$ cat src/adc_port_pkg.sv
// Package of widths, timing figures and cycle counts for the converter output port
package adc_port_pkg;
  localparam int CLK_PERIOD_NS = 10;
  // Conversion, acquisition, throughput and wake time figures in ns; sleep wake in ms
  localparam int CONV_TYP_NS = 1400;
  localparam int CONV_MAX_NS = 2000;
  localparam int ACQ_MAX_NS = 150;
  localparam int THROUGHPUT_NS = 2500;
  localparam int NAP_WAKE_NS = 200;
  localparam int SLEEP_WAKE_MS = 10;
  // Typical conversion, rounded down so the 2 us limit holds
  localparam int CONV_CYCLES = CONV_TYP_NS / CLK_PERIOD_NS;
  // Acquisition is a longest time: round down, at least one cycle
  localparam int ACQ_CYCLES = (ACQ_MAX_NS / CLK_PERIOD_NS) < 1 ? 1 : ACQ_MAX_NS / CLK_PERIOD_NS;
  localparam int THRU_CYCLES = THROUGHPUT_NS / CLK_PERIOD_NS;
  localparam int CNT_W = 9;
  // Width of the readback status word
  localparam int STATUS_W = 7;
  localparam int STATUS_PINS = 3;
  localparam int ECHO_W = 4;
  // Width of the full-scale result of the 12-bit part
  localparam int RES_W_12 = 12;
  localparam int RES_W_10 = 10;
  // Mode pin encodings: readback is high pin set, low pin clear
  localparam logic [1:0] MODE_READBACK = 2'h2;
  // Reset value of the held result
  localparam logic [15:0] RESULT_RST = 16'h0000;
endpackage

$ cat src/adc_output_port.sv
// Parallel output port, conversion timing, readback and power-down of the converter
// Operation
// - Output word is result plus three address echo bits and differential flag.
// - Data drivers enabled only while read strobe and chip select are low.
// - Polarity low gives straight binary, step full scale over 4096 or 1024.
// - Polarity high gives two's complement, step span over 4096 or 1024.
// - In readback the top three result pins carry status bits.
// - In readback a 7-bit status word shows while read strobe and chip select are low.
// - In readback the lower result pins stay high impedance always.
// - Conversions are timed from the internal clock only.
// - Conversion takes about 1400 ns and at most 2 us.
// - Acquisition finishes within 150 ns before conversion may begin.
// - A full conversion cycle every 2.5 us, at least 400 ksps.
// - Device is powered down while shutdown input is held low.
// - Chip select low at shutdown selects nap, high selects sleep.
// - Nap keeps digital logic and reference powered; digital state survives.
// - Busy is low for the whole conversion, high when it completes.
// - Start requests are ignored while a conversion is in progress.
// - Readback mode pins hold busy low and block conversions.
module adc_output_port
  import adc_port_pkg::*;
#(
  parameter int RES_W = RES_W_12
) (
  input  wire logic                    clk_in,
  input  wire logic                    rst_n_in,
  input  wire logic                    chip_select_n_in,
  input  wire logic                    read_n_in,
  input  wire logic                    convert_start_n_in,
  input  wire logic                    power_down_n_in,
  input  wire logic                    polarity_select_in,
  input  wire logic                    mode_pin_high_in,
  input  wire logic                    mode_pin_low_in,
  input  wire logic [2:0]              mux_addr_in,
  input  wire logic                    diff_in,
  input  wire logic [RES_W-1:0]        sample_in,
  input  wire logic [STATUS_W-1:0]     readback_status_word_in,
  output logic      [RES_W-1:0]        data_out,
  output logic      [RES_W-1:0]        data_oe_out,
  output logic      [ECHO_W-1:0]       addr_echo_out,
  output logic                         addr_echo_oe_out,
  output logic                         busy_n_out,
  output logic                         napping_out,
  output logic                         sleeping_out
);
  typedef enum logic [1:0] {ST_IDLE, ST_ACQ, ST_CONV} conv_state_t;

  localparam int LOW_PINS = RES_W - STATUS_PINS;

  // Only the two documented resolutions are served
  if (RES_W != RES_W_12 && RES_W != RES_W_10) begin : g_bad_width
    $error("RES_W must be 10 or 12");
  end

  conv_state_t             state_ff;
  logic [CNT_W-1:0]        cnt_ff;
  logic                    start_n_d_ff;
  logic [RES_W-1:0]        result_ff;
  logic [ECHO_W-1:0]       echo_ff;
  logic [ECHO_W-1:0]       pend_echo_ff;
  logic                    asleep_ff;
  logic                    pol_ff;
  logic [RES_W-1:0]        code;
  logic                    readback;
  logic                    powered;
  logic                    start_req;
  logic                    read_en;

  adc_code_format #(
    .RES_W (RES_W)
  ) u_code (
    .sample_in          (sample_in),
    .polarity_select_in (pol_ff),
    .code_out           (code)
  );

  // Decode of mode, power and request terms
  assign readback  = ({mode_pin_high_in, mode_pin_low_in} == MODE_READBACK);
  assign powered   = power_down_n_in;
  assign read_en   = !read_n_in && !chip_select_n_in;
  // Falling edge of start with chip selected
  assign start_req = start_n_d_ff && !convert_start_n_in && !chip_select_n_in;

  // Start pin history for edge detection
  always_ff @(posedge clk_in or negedge rst_n_in) begin
    if (!rst_n_in) begin
      start_n_d_ff <= 1'b1;
    end else begin
      start_n_d_ff <= convert_start_n_in;
    end
  end

  // Conversion sequencer on the internal clock; no external clock needed
  always_ff @(posedge clk_in or negedge rst_n_in) begin
    if (!rst_n_in) begin
      state_ff     <= ST_IDLE;
      cnt_ff       <= '0;
      pend_echo_ff <= '0;
      pol_ff       <= 1'b0;
    end else if (!powered) begin
      // Shutdown aborts any conversion in flight
      state_ff <= ST_IDLE;
      cnt_ff   <= '0;
    end else begin
      case (state_ff)
        ST_IDLE: begin
          // Readback blocks conversions
          if (start_req && !readback) begin
            state_ff     <= ST_ACQ;
            cnt_ff       <= CNT_W'(ACQ_CYCLES - 1);
            pend_echo_ff <= {diff_in, mux_addr_in};
            pol_ff       <= polarity_select_in;
          end
        end
        ST_ACQ: begin
          if (cnt_ff == '0) begin
            state_ff <= ST_CONV;
            cnt_ff   <= CNT_W'(CONV_CYCLES - 1);
          end else begin
            cnt_ff <= cnt_ff - 1'b1;
          end
        end
        ST_CONV: begin
          // Further starts are ignored until done
          if (cnt_ff == '0) begin
            state_ff <= ST_IDLE;
          end else begin
            cnt_ff <= cnt_ff - 1'b1;
          end
        end
        default: begin
          state_ff <= ST_IDLE;
        end
      endcase
    end
  end

  // Result and echo update together at completion only
  always_ff @(posedge clk_in or negedge rst_n_in) begin
    if (!rst_n_in) begin
      result_ff <= RESULT_RST[RES_W-1:0];
      echo_ff   <= '0;
    end else if (powered && state_ff == ST_CONV && cnt_ff == '0) begin
      result_ff <= code;
      echo_ff   <= pend_echo_ff;
    end
  end

  // Busy low during conversion and throughout readback
  // Held low through the completion edge so busy rises with the new data on the pins
  always_ff @(posedge clk_in or negedge rst_n_in) begin
    if (!rst_n_in) begin
      busy_n_out <= 1'b1;
    end else begin
      busy_n_out <= !(readback || (powered && start_req && state_ff == ST_IDLE)
                      || (powered && state_ff != ST_IDLE));
    end
  end

  // Shutdown kind latched from chip select as shutdown falls
  always_ff @(posedge clk_in or negedge rst_n_in) begin
    if (!rst_n_in) begin
      asleep_ff <= 1'b0;
    end else if (powered) begin
      asleep_ff <= chip_select_n_in;
    end
  end

  // Power state flags; nap keeps registers, so results survive
  always_ff @(posedge clk_in or negedge rst_n_in) begin
    if (!rst_n_in) begin
      napping_out  <= 1'b0;
      sleeping_out <= 1'b0;
    end else begin
      napping_out  <= !powered && !(powered ? chip_select_n_in : asleep_ff);
      sleeping_out <= !powered && (powered ? chip_select_n_in : asleep_ff);
    end
  end

  // Output pins: result or readback status, enables registered
  always_ff @(posedge clk_in or negedge rst_n_in) begin
    if (!rst_n_in) begin
      data_out         <= '0;
      data_oe_out      <= '0;
      addr_echo_out    <= '0;
      addr_echo_oe_out <= 1'b0;
    end else if (readback) begin
      // Status on top pins; low pins stay released
      data_out <= {readback_status_word_in[STATUS_PINS-1:0], {LOW_PINS{1'b0}}};
      data_oe_out <= {{STATUS_PINS{read_en}}, {LOW_PINS{1'b0}}};
      addr_echo_out    <= readback_status_word_in[STATUS_W-1:STATUS_PINS];
      addr_echo_oe_out <= read_en;
    end else begin
      data_out         <= result_ff;
      data_oe_out      <= {RES_W{read_en}};
      addr_echo_out    <= echo_ff;
      addr_echo_oe_out <= read_en;
    end
  end
endmodule

$ cat src/adc_code_format.sv
// Result coder: straight binary or two's complement from an offset-binary sample
module adc_code_format
  import adc_port_pkg::*;
#(
  parameter int RES_W = RES_W_12
) (
  input  wire logic [RES_W-1:0] sample_in,
  input  wire logic             polarity_select_in,
  output logic      [RES_W-1:0] code_out
);
  // Bipolar flips the top bit; unipolar passes through
  always_comb begin
    code_out = sample_in;
    if (polarity_select_in) begin
      code_out[RES_W-1] = ~sample_in[RES_W-1];
    end
  end
endmodule

$ cat config.mk
export PLATFORM = sky130hd
export DESIGN_NAME = adc_output_port
export DESIGN_NICKNAME = d
export VERILOG_FILES = /design/src/adc_port_pkg.sv /design/src/adc_output_port.sv /design/src/adc_code_format.sv
export SDC_FILE = /design/constraint.sdc
export NUM_CORES = 1
export LEC_CHECK = 0
export CORE_ASPECT_RATIO = 1.25
export CORE_MARGIN = 8
export CORE_UTILIZATION = 55
export DETAILED_ROUTE_END_ITERATION = 16
export DONT_BUFFER_PORTS = 1
export PLACE_DENSITY = 0.72
export SYNTH_ARGS = -nofsm -noshare
export SYNTH_HDL_FRONTEND = slang
export SYNTH_SLANG_ARGS = --single-unit
$ cat constraint.sdc
create_clock -name clk_in -period 1.9 [get_ports clk_in]
set_input_delay 0.095 -clock clk_in [delete_from_list [all_inputs] [get_ports clk_in]]
set_output_delay 0.095 -clock clk_in [all_outputs]
set_load 0.05 [all_outputs]
======== Word level (Yosys, flattened, before mapping) ========
Cells that the tools add are included.
word-level totals
  register bits after elaboration ......... 64
  input port bits ......................... 32
  output and inout port bits .............. 32
  logic and storage cells ................. 66
operators by class
  add/subtract/negate cells ............... 1
  equal/unequal tests ..................... 8
  muxes and demuxes ....................... 15
  bitwise operators ....................... 1
  reduce and logical (&&, ||, !) cells .... 26
operator list
  kind                                              count
  2-to-1 mux 9 bit                                  5
  one-hot mux 9 bit (3 select lines)                1
  2-to-1 mux 12 bit                                 1
  != test 3 bit, second input constant              4
  logical AND 1 bit                                 11
  logical NOT 9 bit                                 1
  AND reduction 3 bit                               3
  subtractor 9 x 1 -> 9 bit, second input constant  1
  2-to-1 mux 2 bit                                  4
  logical NOT 1 bit                                 7
  one-hot mux 2 bit (3 select lines)                1
  == test 2 bit, second input constant              2
  2-to-1 mux 4 bit                                  1
  != test 4 x 1 -> 1 bit, second input constant     1
  == test 2 x 1 -> 1 bit, second input constant     1
  logical NOT 2 bit                                 1
  logical OR 1 bit                                  2
  2-to-1 mux 1 bit                                  2
  nonzero test 2 bit                                1
  inverter 1 bit                                    1

======== Longest topological paths before layout ========
Gate-level depths: netlist (run 1).
  word-level depth ........................ 8
  depth in mapped cells ................... 9
  mapped depth without buffers ............ 7

======== By module ========
A second synthesis (run 1) with hierarchy kept.
unflattened totals
  cells, all modules ...................... 215
  area total of the unflattened synthesis .. 2693.8 µm²
by module, submodules not included
  module           times used  cells each  area each (µm²)  sequential area each (µm²)
  adc_output_port  1           203         2602.5           1378.8
  adc_code_format  1           12          91.3             0.0

======== Worst setup path before layout (run 1) ========
No wires, ideal clock.
  kind .................................... reg2reg
  from .................................... register cnt_ff[0]
  to ...................................... register echo_ff[3]
  setup time .............................. 0.125 ns
  arrival ................................. 1.670 ns
  data required time ...................... 1.775 ns
  path slack .............................. 0.105 ns
  cell stages (with the launch flop) ...... 8
  path buffers ............................ 2
  clock period less this slack ............ 1.795 ns
  cells stage by stage .................... dfrtp_1 -> inv_1 -> ha_1 -> nor4b_2 -> nand4_2 -> buf_6 -> buf_12 -> mux2_4
on the way
  longest elaborated chain between the ends .. 2
RTL lines
  what                    RTL line                source
  start, declared         adc_output_port.sv:56   logic [CNT_W-1:0] cnt_ff;
  start signal, assigned  adc_output_port.sv:110  cnt_ff <= CNT_W'(ACQ_CYCLES - 1);
  start signal, assigned  adc_output_port.sv:118  cnt_ff <= CNT_W'(CONV_CYCLES - 1);
  start signal, assigned  adc_output_port.sv:120  cnt_ff <= cnt_ff - 1'b1;
  logical NOT 9 bit       adc_output_port.sv:143  end else if (powered && state_ff == ST_CONV && cnt_ff == '0) begin
  logical AND 1 bit       adc_output_port.sv:143
  end signal, assigned    adc_output_port.sv:145  echo_ff <= pend_echo_ff;
  end, declared           adc_output_port.sv:59   logic [ECHO_W-1:0] echo_ff;
Every way passes these cells.
A chain may end at the register's enable or synchronous reset.

======== Final worst setup path (run 1) ========
  from .................................... register start_n_d_ff
  to ...................................... register pend_echo_ff[2]
on the way
  longest elaborated chain between the ends .. 4
RTL lines
  what                            RTL line                source
  start, declared                 adc_output_port.sv:57   logic start_n_d_ff;
  start signal, assigned          adc_output_port.sv:89   start_n_d_ff <= convert_start_n_in;
  logical AND 1 bit (2 in a row)  adc_output_port.sv:82   assign start_req = start_n_d_ff && !convert_start_n_in && !chip_select_n_in;
  logical AND 1 bit               adc_output_port.sv:108  if (start_req && !readback) begin
  AND reduction 3 bit (no line)   -
  end signal, assigned            adc_output_port.sv:111  pend_echo_ff <= {diff_in, mux_addr_in};
  end, declared                   adc_output_port.sv:60   logic [ECHO_W-1:0] pend_echo_ff;
Every way passes these cells.

==> flow_summary.ini, run 1 <==
[timing]
hold_viol = 0
setup_viol = 0
slew_headroom_pct = 63.7
min_period_ps = 1820
worst_slew_pin_slew_ps = 548
setup_tns_ps = 0
fin_worst_skew_ps = 3.45
slew_viol_final = 0
clock.fmax_mhz = 549
period_share_pct = 95.9

[placed_design]
post_dp_cell_area_um2 = 2590
hpwl_um = 3880
portBuffers = 0
dp.cells = 269
gp_congestion = 0.872

[yosys]
yosysWarnings = 0
synth_top_area_share_pct = 51.9
synth_area_per_cell_um2 = 11.7
ys_ff_latch = 55
ys_seq_area_share_pct = 53.9
syn_nets = 256
synthTopCellsByArea = dfrtp_1 52%, mux2_2 5.3%, mux2_4 4.7%
synth_area_um2 = 2560
synth_cells = 219
netlist.top_cell.by_area = dfrtp_1
ys_types = 52

[critical_path]
cpPeakStageDelay_ps = 520
end_kind = register
cp.arrival_ps = 2020
crit_type = register to register
crit_chain = or3b_4, nand2b_1, nor2_4, mux2_2
ff2ff_path_depth = 4
worstPathMaxFanout = 5
slowest_stage = dfstp_2
start_kind = register
worstPathBufferInverterCount = 0
critPathTopFamily = simple AND/OR/NAND/NOR gates
cp.required_ps = 2100
worstSetupPathDepth = 4

[grt]
grt_overflow = 0
grt_pass1_vias = 1999
grt_max_degree = 56
grt_use_total_pct = 17.3
antenna_found_initial = 0
grt_pass1_wl_um = 9720

[cells_and_area]
stdcell_area_um2 = 3050
regArea_um2 = 1380
diodes = 0
fin_cells = 308
fin_nets = 286
multi_input_area_um2 = 1030
area_growth_pct = 19.2
layout-drive-gt1-share_pct = 25.2
n_fill_cell = 324

[routing]
drtAntennaViolNets = 0
dr.pass1.iters = 4
drtIter0Drc = 59
viasPerCell = 5.68
avgRoutedWirePerCell_um = 18.5
remaining_drc_errors = 0
wl_um = 5690
vias = 1750

[power]
clkPwrFrac_pct = 15.6
p_int_w = 0.00257
p_switching_w = 0.00170
max-vdd-ir-drop_uv = 770
sw_frac_of_total_pct = 39.8
p_leak_nw = 1.43
power_density_nw_per_um2 = 1400
p_comb_share_pct = 33.2
pwr-share-seq_pct = 51.3

[cts]
cts_tree = yes
htreeDepth = 2
insertion_delay_ps = 310
cts_buffers = 5
cts_root_buf = clkbuf_8
cts_setup_buffers = 0
cts_buffer_depth = 2
clk_pin_slew_ps = 90
numClockSinks = 55

[worst_hold_path]
worstHoldPathCells = 4
hp-class = input port to register

[die]
dieArea_um2 = 7100
start_util_pct = 57.8
io_pins = 64
core_um2 = 4430
die_x_um = 77.0
rows = 27
die_h_um = 92.2

[run_status]
status = finished, final reports clean

[run]
maxCapViolations = 0
kinds of logic after synthesis:
kind of cell | share of synthesized area [%]
adders and majority gates | 2.45
DFF | 53.9
buffers and inverters | 7.09
muxes | 10.4
AOI/OAI and AO/OA | 8.56
and+or+nand+nor | 16.9
xor gates and xnor gates | 0.685
registers in the layout (all words and copies together) (netlist names):
register,flops
cnt_ff,9
start_n_d_ff,1
napping_out,1
busy_n_out,1
echo_ff,4
addr_echo_oe_out,1
sleeping_out,1
state_ff,2
pend_echo_ff,4
addr_echo_out,4
data_out,12
result_ff,12
asleep_ff,1
data_oe_out,1
pol_ff,1
placed cells by master (no fill, tap or decap), types with 3 or more instances in the layout:
master and n:
nand2_1 31, a21oi_1 6, nor2_1 6, clkbuf_8 6, o21ai_0 7, and2_1 9, nand3b_1 3, nand3_1 7
ha_1 3, dfrtp_1 51, mux2_2 12, inv_1 7, nor2b_1 3, dlygate4sd3_1 30, buf_4 12, mux2_4 8
layer usage:
metal	vias to the layer above	track usage [%]	routed length (µm)
li1	794	-	-
met1	866	17.8	2110
met2	76	30.4	2980
met3	14	5.47	426
met4	0	9.31	174
met5	-	0	0
per-stage QoR:
step	utilization (%)	setup WS (ps)	hold WS, ps	total power [W]
6_report	68.9	77.5	134	0.00426
5_1_grt	68.9	-0.783	151	0.00452
4_1_cts	68.2	2.16	139	0.00422
3_5_place_dp	58.5	11.6	-198	0.00347
3_3_place_gp	58.5	30.6	-198	0.00339
2_1_floorplan	-	105	-201	0.00316
cell type report:
| cell class | instances | share of cell area (%) |
|---|---|---|
| tap | 58 | 2.38 |
| inverter | 7 | 0.862 |
| timing repair buffer | 44 | 14.4 |
| clock inverter | 1 | 0.287 |
| multi-input combinational | 136 | 33.9 |
| clock buffer | 7 | 2.83 |
| sequential | 55 | 45.4 |
synth_stat cells (all sizes together):
master and number:
a31oi 2, ha 5, a2bb2oi 1, and2 10
dfrtp 53, o41ai 2, nor2b 3, a21boi 1
nand3 8, a21oi 6, nand4 2, inv 7
o311ai 1, a21o 1, nor2 7, dfstp 2
xor2 1, o21bai 1, a32o 1, mux2 20
o21a 1, buf 18, and3 2, o211ai 2
nor3 2, xnor2 1, nor3b 1, nand3b 3
o22ai 2, nor4b 1, o21ai 9, nand2b 3
nand2 32, clkbuf 3, mux2i 1, or3b 2
nor4 2
tightest hold or removal path: cells and delay by family:
kind	cells	cell delay, ps
compound gates	3	230
simple gates	1	80
power groups by stage:
stage | registers [W] | clock network [W] | logic (W)
after detailed placement | 0.00220 | 0 | 0.00127
final | 0.00218 | 0.000664 | 0.00141
after global placement | 0.00218 | 0 | 0.00121
after CTS | 0.00218 | 0.000683 | 0.00136
after floorplan | 0.00213 | 0 | 0.00103
after global routing | 0.00224 | 0.000725 | 0.00155
worst paths after layout:
path	slack, ps	from	end
max in group asynchronous	1330	rst_n_in	start_n_d_ff$_DFF_PN1_
worst max register to register	80	start_n_d_ff$_DFF_PN1_	pend_echo_ff[2]$_DFFE_PN0P_
min in group asynchronous	290	rst_n_in	addr_echo_out[0]$_DFF_PN0_
worst min-delay path	130	power_down_n_in	cnt_ff[8]$_DFFE_PN0P_
worst max-delay path	80	start_n_d_ff$_DFF_PN1_	pend_echo_ff[2]$_DFFE_PN0P_
worst min register to register	420	asleep_ff$_DFF_PN0_	napping_out$_DFF_PN0_
timing repair:
action,4_1_cts,5_1_grt
endpoints found under the setup margin,2,14
endpoints found under the hold margin,92,0
pin swaps,0,0
hold buffers,31,0
resized for setup,2,7
No activity file was read; power rests on OpenSTA's default activity.
==> run 2, diff against run 1 <==
--- a/config.mk
+++ b/config.mk
@@ -5,12 +5,14 @@
 export SDC_FILE = /design/constraint.sdc
 export NUM_CORES = 1
 export LEC_CHECK = 0
+export ABC_AREA = 1
 export CORE_ASPECT_RATIO = 1.25
 export CORE_MARGIN = 8
 export CORE_UTILIZATION = 55
 export DETAILED_ROUTE_END_ITERATION = 16
 export DONT_BUFFER_PORTS = 1
-export PLACE_DENSITY = 0.72
+export PLACE_DENSITY = 0.69
 export SYNTH_ARGS = -nofsm -noshare
 export SYNTH_HDL_FRONTEND = slang
+export SYNTH_HIERARCHICAL = 1
 export SYNTH_SLANG_ARGS = --single-unit
==> constraint.sdc (replaced) <==
create_clock -name clk_in -period 2.3 [get_ports clk_in]
set_input_delay 0.115 -clock clk_in [delete_from_list [all_inputs] [get_ports clk_in]]
set_output_delay 0.115 -clock clk_in [all_outputs]
set_load 0.05 [all_outputs]
==> flow_summary.ini, run 2 <==
[critical_path]
cp.required_ps = 2510
crit_chain = inv_1, ha_1, nand2_2, nor2_4, nand3_4, clkinv_4, nor2_1, nand2_1, nand2_1
crit_type = register to register
cpPeakStageDelay_ps = 400
cp.arrival_ps = 2000
cpMostUsedCell = nand2_1
start_kind = register
slowest_stage = dfrtp_1
worstPathMaxFanout = 33
end_kind = register

[die]
io_pins = 64
dieArea_um2 = 7570
die_h_um = 95.3
core_um2 = 4970
rows = 29
die_x_um = 79.4
start_util_pct = 55.6

[cts]
cts_buffer_depth = 2
cts_resized = 0
holdBufCountCts = 30
cts_buffers = 5
cts_tree = yes
numClockSinks = 55
cts_setup_buffers = 0
htreeDepth = 2
cts_root_buf = clkbuf_8
clk_pin_slew_ps = 90
insertion_delay_ps = 310

[cells_and_area]
stdcell_area_um2 = 3050
fin_nets = 357
final_cell_mix = 70 x nand2_1, 51 x dfrtp_1, 45 x inv_1
regArea_um2 = 1380
layout_commonest_cell = nand2_1
reg.largest.list = data_out (12), result_ff (12), cnt_ff (9)
diodes = 0
final_util_pct = 61.3
n_fill_cell = 435
layout-drive-gt1-share_pct = 17.4
multi_input_area_um2 = 977
area_growth_pct = 10.3

[routing]
vias = 1903
drtAntennaViolNets = 0
dr.pass1.iters = 4
avgRoutedWirePerCell_um = 13.8
wl_um = 5300
remaining_drc_errors = 0
drtIter0Drc = 74
viasPerCell = 4.97

[yosys]
post-synth-top-count-cell = nand2_1
yosysWarnings = 6
netlist.top_cell.by_area = dfrtp_1
synthTopCellsByArea = dfrtp_1 48%, nand2_1 9.5%, buf_4 6.2%
ys_seq_area_share_pct = 49.9
synth_edf_count = 0
synth_top_area_share_pct = 48.0
synth_area_um2 = 2770
synth_area_per_cell_um2 = 8.92
synthArstFlopShare_pct = 100
syn_nets = 347
ys_ff_latch = 55
synth_cells = 310
ys_types = 29
synth_top_flop_cell = dfrtp_1
synth.top_cells.by_count = 70 x nand2_1, 53 x dfrtp_1, 45 x inv_1

[grt]
grt_pass1_wl_um = 9180
grt_pass1_vias = 1946
grt_max_degree = 56
grt_overflow = 0
grt_use_total_pct = 15.4
antenna_found_initial = 0

[placed_design]
hpwl_um = 3660
portBuffers = 0
gp_congestion = 0.896
post_dp_cell_area_um2 = 2640

[timing]
setup_viol = 0
period_share_pct = 77.9
slew_headroom_pct = 37.9
worst_slew_pin_slew_ps = 935
min_period_ps = 1790
setup_tns_ps = 0
hold_viol = 0
rsz0062_at_grt = no
fin_worst_skew_ps = 6.98
slew_viol_final = 0
clock.fmax_mhz = 558

[power]
sw_frac_of_total_pct = 45.3
max-vdd-ir-drop_uv = 623
power_density_nw_per_um2 = 1250
p_comb_share_pct = 35.3
p_int_w = 0.00208
pwr-share-seq_pct = 50.2
p_leak_nw = 1.51
p_switching_w = 0.00172
clkPwrFrac_pct = 14.5

[worst_hold_path]
hp-class = input port to register

[run]
maxCapViolations = 0

[run_status]
status = finished, final reports clean
## run 2: per-stage QoR
stage	power (W)	worst slack (ps)	hold WS [ps]	std cells
after global routing	0.00411	329	23.8	383
final	0.00380	508	25.2	383
after CTS	0.00383	508	16.4	383
after floorplan	0.00299	747	-181	310
after global placement	0.00317	567	-179	345
after detailed placement	0.00321	520	-179	345
## run 2: layout make-up
| cell class | count | share of cell area, % |
|---|---|---|
| clock buffers | 7 | 2.83 |
| multi-input cells | 181 | 32.0 |
| repair buffers | 31 | 11.1 |
| inverters | 46 | 5.83 |
| well taps | 62 | 2.54 |
| flip-flops and latches | 55 | 45.4 |
| clock inverters | 1 | 0.287 |
## run 2: worst paths after layout
path,slack (ps),depth (start not counted),start,to
setup / recovery,510,9,cnt_ff[0]$_DFFE_PN0P_,cnt_ff[6]$_DFFE_PN0P_
hold / removal,30,3,mode_pin_high_in,busy_n_out$_DFF_PN1_
setup reg to reg,510,9,cnt_ff[0]$_DFFE_PN0P_,cnt_ff[6]$_DFFE_PN0P_
hold reg to reg,440,1,asleep_ff$_DFF_PN0_,napping_out$_DFF_PN0_
max in group asynchronous,1690,2,rst_n_in,start_n_d_ff$_DFF_PN1_
min in group asynchronous,320,2,rst_n_in,cnt_ff[2]$_DFFE_PN0P_
## run 2: kinds of logic after synthesis
group / share of synthesized area, %
xor gates and xnor gates: 0.317
DFF: 49.9
adders and majority gates: 2.26
and+or+nand+nor: 22.8
AOI/OAI and AO/OA: 7.96
buffers and inverters: 14.8
muxes: 2.04
## run 2: worst max-delay path: cells and delay by family, from the launching register on
kind / cells / cell delay, ps
fa+ha+maj: 1 / 280
buf+inv: 2 / 370
flops: 1 / 400
simple gates: 6 / 640
## run 2: routing by layer
layer / vias up / track usage (%) / part of all wire [%]
met5: - / 0 / 0
met4: 0 / 6.50 / 1.5
met3: 6 / 3.02 / 3.7
met2: 41 / 27.0 / 52
met1: 914 / 17.8 / 43
li1: 942 / - / -
## run 2: power by group through the flow
stage               sequential (W)  combinational (W)  clock [W]
floorplan                  0.00187            0.00111          0
global placement           0.00192            0.00125          0
detailed placement         0.00194            0.00127          0
CTS                        0.00192            0.00135   0.000564
global route               0.00195            0.00155   0.000601
finish                     0.00191            0.00134   0.000549
==> run 3, diff against run 2 <==
--- a/config.mk
+++ b/config.mk
@@ -5,13 +5,13 @@
 export SDC_FILE = /design/constraint.sdc
 export NUM_CORES = 1
 export LEC_CHECK = 0
-export ABC_AREA = 1
+export ABC_AREA = 0
 export CORE_ASPECT_RATIO = 1.25
 export CORE_MARGIN = 8
 export CORE_UTILIZATION = 55
 export DETAILED_ROUTE_END_ITERATION = 16
 export DONT_BUFFER_PORTS = 1
-export PLACE_DENSITY = 0.69
+export PLACE_DENSITY = 0.72
 export SYNTH_ARGS = -nofsm -noshare
 export SYNTH_HDL_FRONTEND = slang
 export SYNTH_HIERARCHICAL = 1
==> constraint.sdc (replaced) <==
create_clock -name clk_in -period 1.5 [get_ports clk_in]
set_input_delay 0.075 -clock clk_in [delete_from_list [all_inputs] [get_ports clk_in]]
set_output_delay 0.075 -clock clk_in [all_outputs]
set_load 0.05 [all_outputs]
==> flow_summary.ini, run 3 <==
[placed_design]
post_dp_cell_area_um2 = 2890
gp_congestion = 0.793
portBuffers = 0
hpwl_um = 4380

[cells_and_area]
reg.largest.list = data_out (12), result_ff (12), cnt_ff (9)
n_fill_cell = 247
stdcell_area_um2 = 3740
area_growth_pct = 39.0
layout-drive-gt1-share_pct = 51.8
fin_nets = 316
layout_commonest_cell = dfrtp_1
final_cell_mix = 50 x dfrtp_1, 37 x buf_4, 29 x dlygate4sd3_1

[critical_path]
crit_chain = inv_2, buf_12, ha_4, and2_1, o21ai_0, a21o_1, a221oi_2
worstPathMaxFanout = 3
rrSetupSlack_ps = -320
end_kind = register
start_kind = register
slowest_stage = dfrtp_1
worstPathBufferInverterCount = 2
r2r-start = state_ff[0]$_DFFE_PN0P_
crit_type = register to register
critPathTopFamily = compound AO/OA/AOI/OAI gates
cp.arrival_ps = 2030
ff2ff_path_depth = 7
cp.required_ps = 1720
r2r_end = cnt_ff[7]$_DFFE_PN0P_
cpPeakStageDelay_ps = 420

[cts]
holdBufCountCts = 30
cts_buffers = 5
cts_root_buf = clkbuf_8
clk_pin_slew_ps = 100
insertion_delay_ps = 300
htreeDepth = 2
cts_buffer_depth = 2
cts_tree = yes
numClockSinks = 55

[grt]
use_met1_pct = 20.1
grt_use_total_pct = 19.4
grt_pass1_wl_um = 11200
grt_overflow = 0
grt_max_degree = 56
grt-busiest-layer = met2
met2_usage_pct = 34.5
grt_util_met3_pct = 6.03
grt_pass1_vias = 2183
antenna_found_initial = 0

[die]
io_pins = 64
die_h_um = 94.2
dieArea_um2 = 7410
die_x_um = 78.6
rows = 28
start_util_pct = 57.0
core_um2 = 4730

[routing]
avgRoutedWirePerCell_um = 22.3
vias = 1957
drtAntennaViolNets = 0
viasPerCell = 5.74
wl_um = 7610
dr.pass1.iters = 4
remaining_drc_errors = 0
drtIter0Drc = 124

[yosys]
synth_top_flop_cell = dfrtp_1
syn_nets = 252
post-synth-top-count-cell = dfrtp_1
synth_cells = 215
synth_mux_area_share_pct = 13.5
yosysWarnings = 6
synthArstFlopShare_pct = 100
ys_seq_area_share_pct = 51.2
synth.top_cells.by_count = 53 x dfrtp_1, 22 x buf_4, 19 x mux2_2
synth_edf_count = 0
synth_top_family_by_area = multiplexers
netlist.top_cell.by_area = dfrtp_1
synth_compound_area_share_pct = 10.8
synth_area_per_cell_um2 = 12.5
synthTopCellsByArea = dfrtp_1 49%, mux2_2 7.9%, buf_4 6.1%
ys_ff_latch = 55
synth_xor_xnor_area_share_pct = 0.325
yosys.area_share.simple_pct = 12.2
ys_types = 50
synth_area_um2 = 2690
synthAdderAreaFrac_pct = 2.32
synth_top_area_share_pct = 49.2

[timing]
min_period_ps = 1820
hold_viol = 0
setup_ws_ps = -318
slew_headroom_pct = 63.8
slew_viol_final = 0
setup_viol = 32
clock.fmax_mhz = 550
worst_slew_pin_slew_ps = 542
fin_worst_skew_ps = 3.09
period_share_pct = 121
rsz0062_at_grt = yes

[worst_hold_path]
worstHoldPathCells = 3
hold_start = power_down_n_in
hp-class = input port to register
hold_path_end = cnt_ff[7]$_DFFE_PN0P_

[run_status]
status = finished with violations
violations = negative setup slack

[power]
p_switching_w = 0.00318
p_int_w = 0.00439
total_power_w = 0.00756
clkPwrFrac_pct = 11.3
p_leak_nw = 1.70
max-vdd-ir-drop_uv = 1220
power_density_nw_per_um2 = 2020
pwr-share-seq_pct = 39.9
sw_frac_of_total_pct = 42.0
p_comb_share_pct = 48.8

[run]
maxCapViolations = 0
-- run 3: changes by cell type after synthesis, moves of 5 or more --
cell      delta
nand2_1     -66
inv_1       -34
nor2_1      -23
nand2_2     -15
mux2_2      +14
o21ai_2     -14
nand3_1     -13
and2_1      +10
mux2_4      +10
a21oi_1      +8
o21ai_0      -8
o211ai_1     +6
nor3_1       +5
-- run 3: cells by family (layout without fill, tap and decap cells) --
kind of cell,after synthesis,count (layout)
mux,29,29
fa+ha+maj,5,5
other cells,0,1
compound gates,40,40
buf+inv,38,102
xor+xnor,1,1
simple gates,47,48
flops,55,55
-- run 3: layout make-up --
| class | instances | area (µm²) | area share (%) |
|---|---|---|---|
| Antenna cell | 1 | 2.50 | 0.0668 |
| Clock buffer | 6 | 82.6 | 2.21 |
| Clock inverter | 2 | 13.8 | 0.368 |
| Inverter | 11 | 46.3 | 1.24 |
| Multi-Input combinational cell | 123 | 1340 | 35.7 |
| Sequential cell | 55 | 1390 | 37.0 |
| Tap cell | 60 | 75.1 | 2.01 |
| Timing Repair Buffer | 83 | 802 | 21.4 |
-- run 3: routing by layer --
metal | part of all wire (%) | wire length (µm) | vias to the layer above
met5 | 0 | 0 | -
met4 | 2.8 | 210 | 0
met3 | 5.5 | 421 | 21
met2 | 55 | 4170 | 64
met1 | 37 | 2810 | 1000
li1 | - | - | 872
-- run 3: how the worst max path moves through the flow --
stage                                       start                      to  slack [ps]  depth (start not counted)
final                     state_ff[0]$_DFFE_PN0P_   cnt_ff[7]$_DFFE_PN0P_        -320                          7
after global routing      state_ff[0]$_DFFE_PN0P_   cnt_ff[6]$_DFFE_PN0P_        -350                          8
after CTS                   cnt_ff[1]$_DFFE_PN0P_   cnt_ff[6]$_DFFE_PN0P_        -240                          8
after detailed placement  state_ff[0]$_DFFE_PN0P_   cnt_ff[0]$_DFFE_PN0P_        -350                          6
after global placement     start_n_d_ff$_DFF_PN1_   cnt_ff[0]$_DFFE_PN0P_        -300                          5
after floorplan             cnt_ff[0]$_DFFE_PN0P_  echo_ff[3]$_DFFE_PN0P_        -370                          7
-- run 3: stage by stage --
stage	instances	setup TNS, ps	utilization, %	worst slack (ps)	hold slack, ps
6_report	341	-8090	79.2	-318	15.3
3_3_place_gp	285	-6940	61.1	-302	-218
5_1_grt	340	-9410	79.1	-349	-6.14
2_1_floorplan	215	-8040	-	-368	-221
3_5_place_dp	285	-8720	61.1	-345	-218
4_1_cts	334	-6580	76.1	-244	15.9
-- run 3: repair_timing --
item / 4_1_cts / 5_1_grt
gates cloned: 0 / 1
resized for setup: 47 / 22
endpoints found under the hold margin: 88 / 1
endpoints found under the setup margin: 32 / 32
buffers inserted: 12 / 8
pin swaps: 18 / 19
-- run 3: power by group through the flow --
stage | logic [W] | clock network [W] | registers [W]
final | 0.00369 | 0.000857 | 0.00302
after floorplan | 0.00163 | 0 | 0.00290
after detailed placement | 0.00245 | 0 | 0.00300
after global routing | 0.00390 | 0.000927 | 0.00307
after CTS | 0.00323 | 0.000878 | 0.00299
after global placement | 0.00235 | 0 | 0.00298
-- run 3: tightest hold or removal path: stages --
cell      delay (ps)
o21ai_4           60
buf_6            100
a221oi_2          50
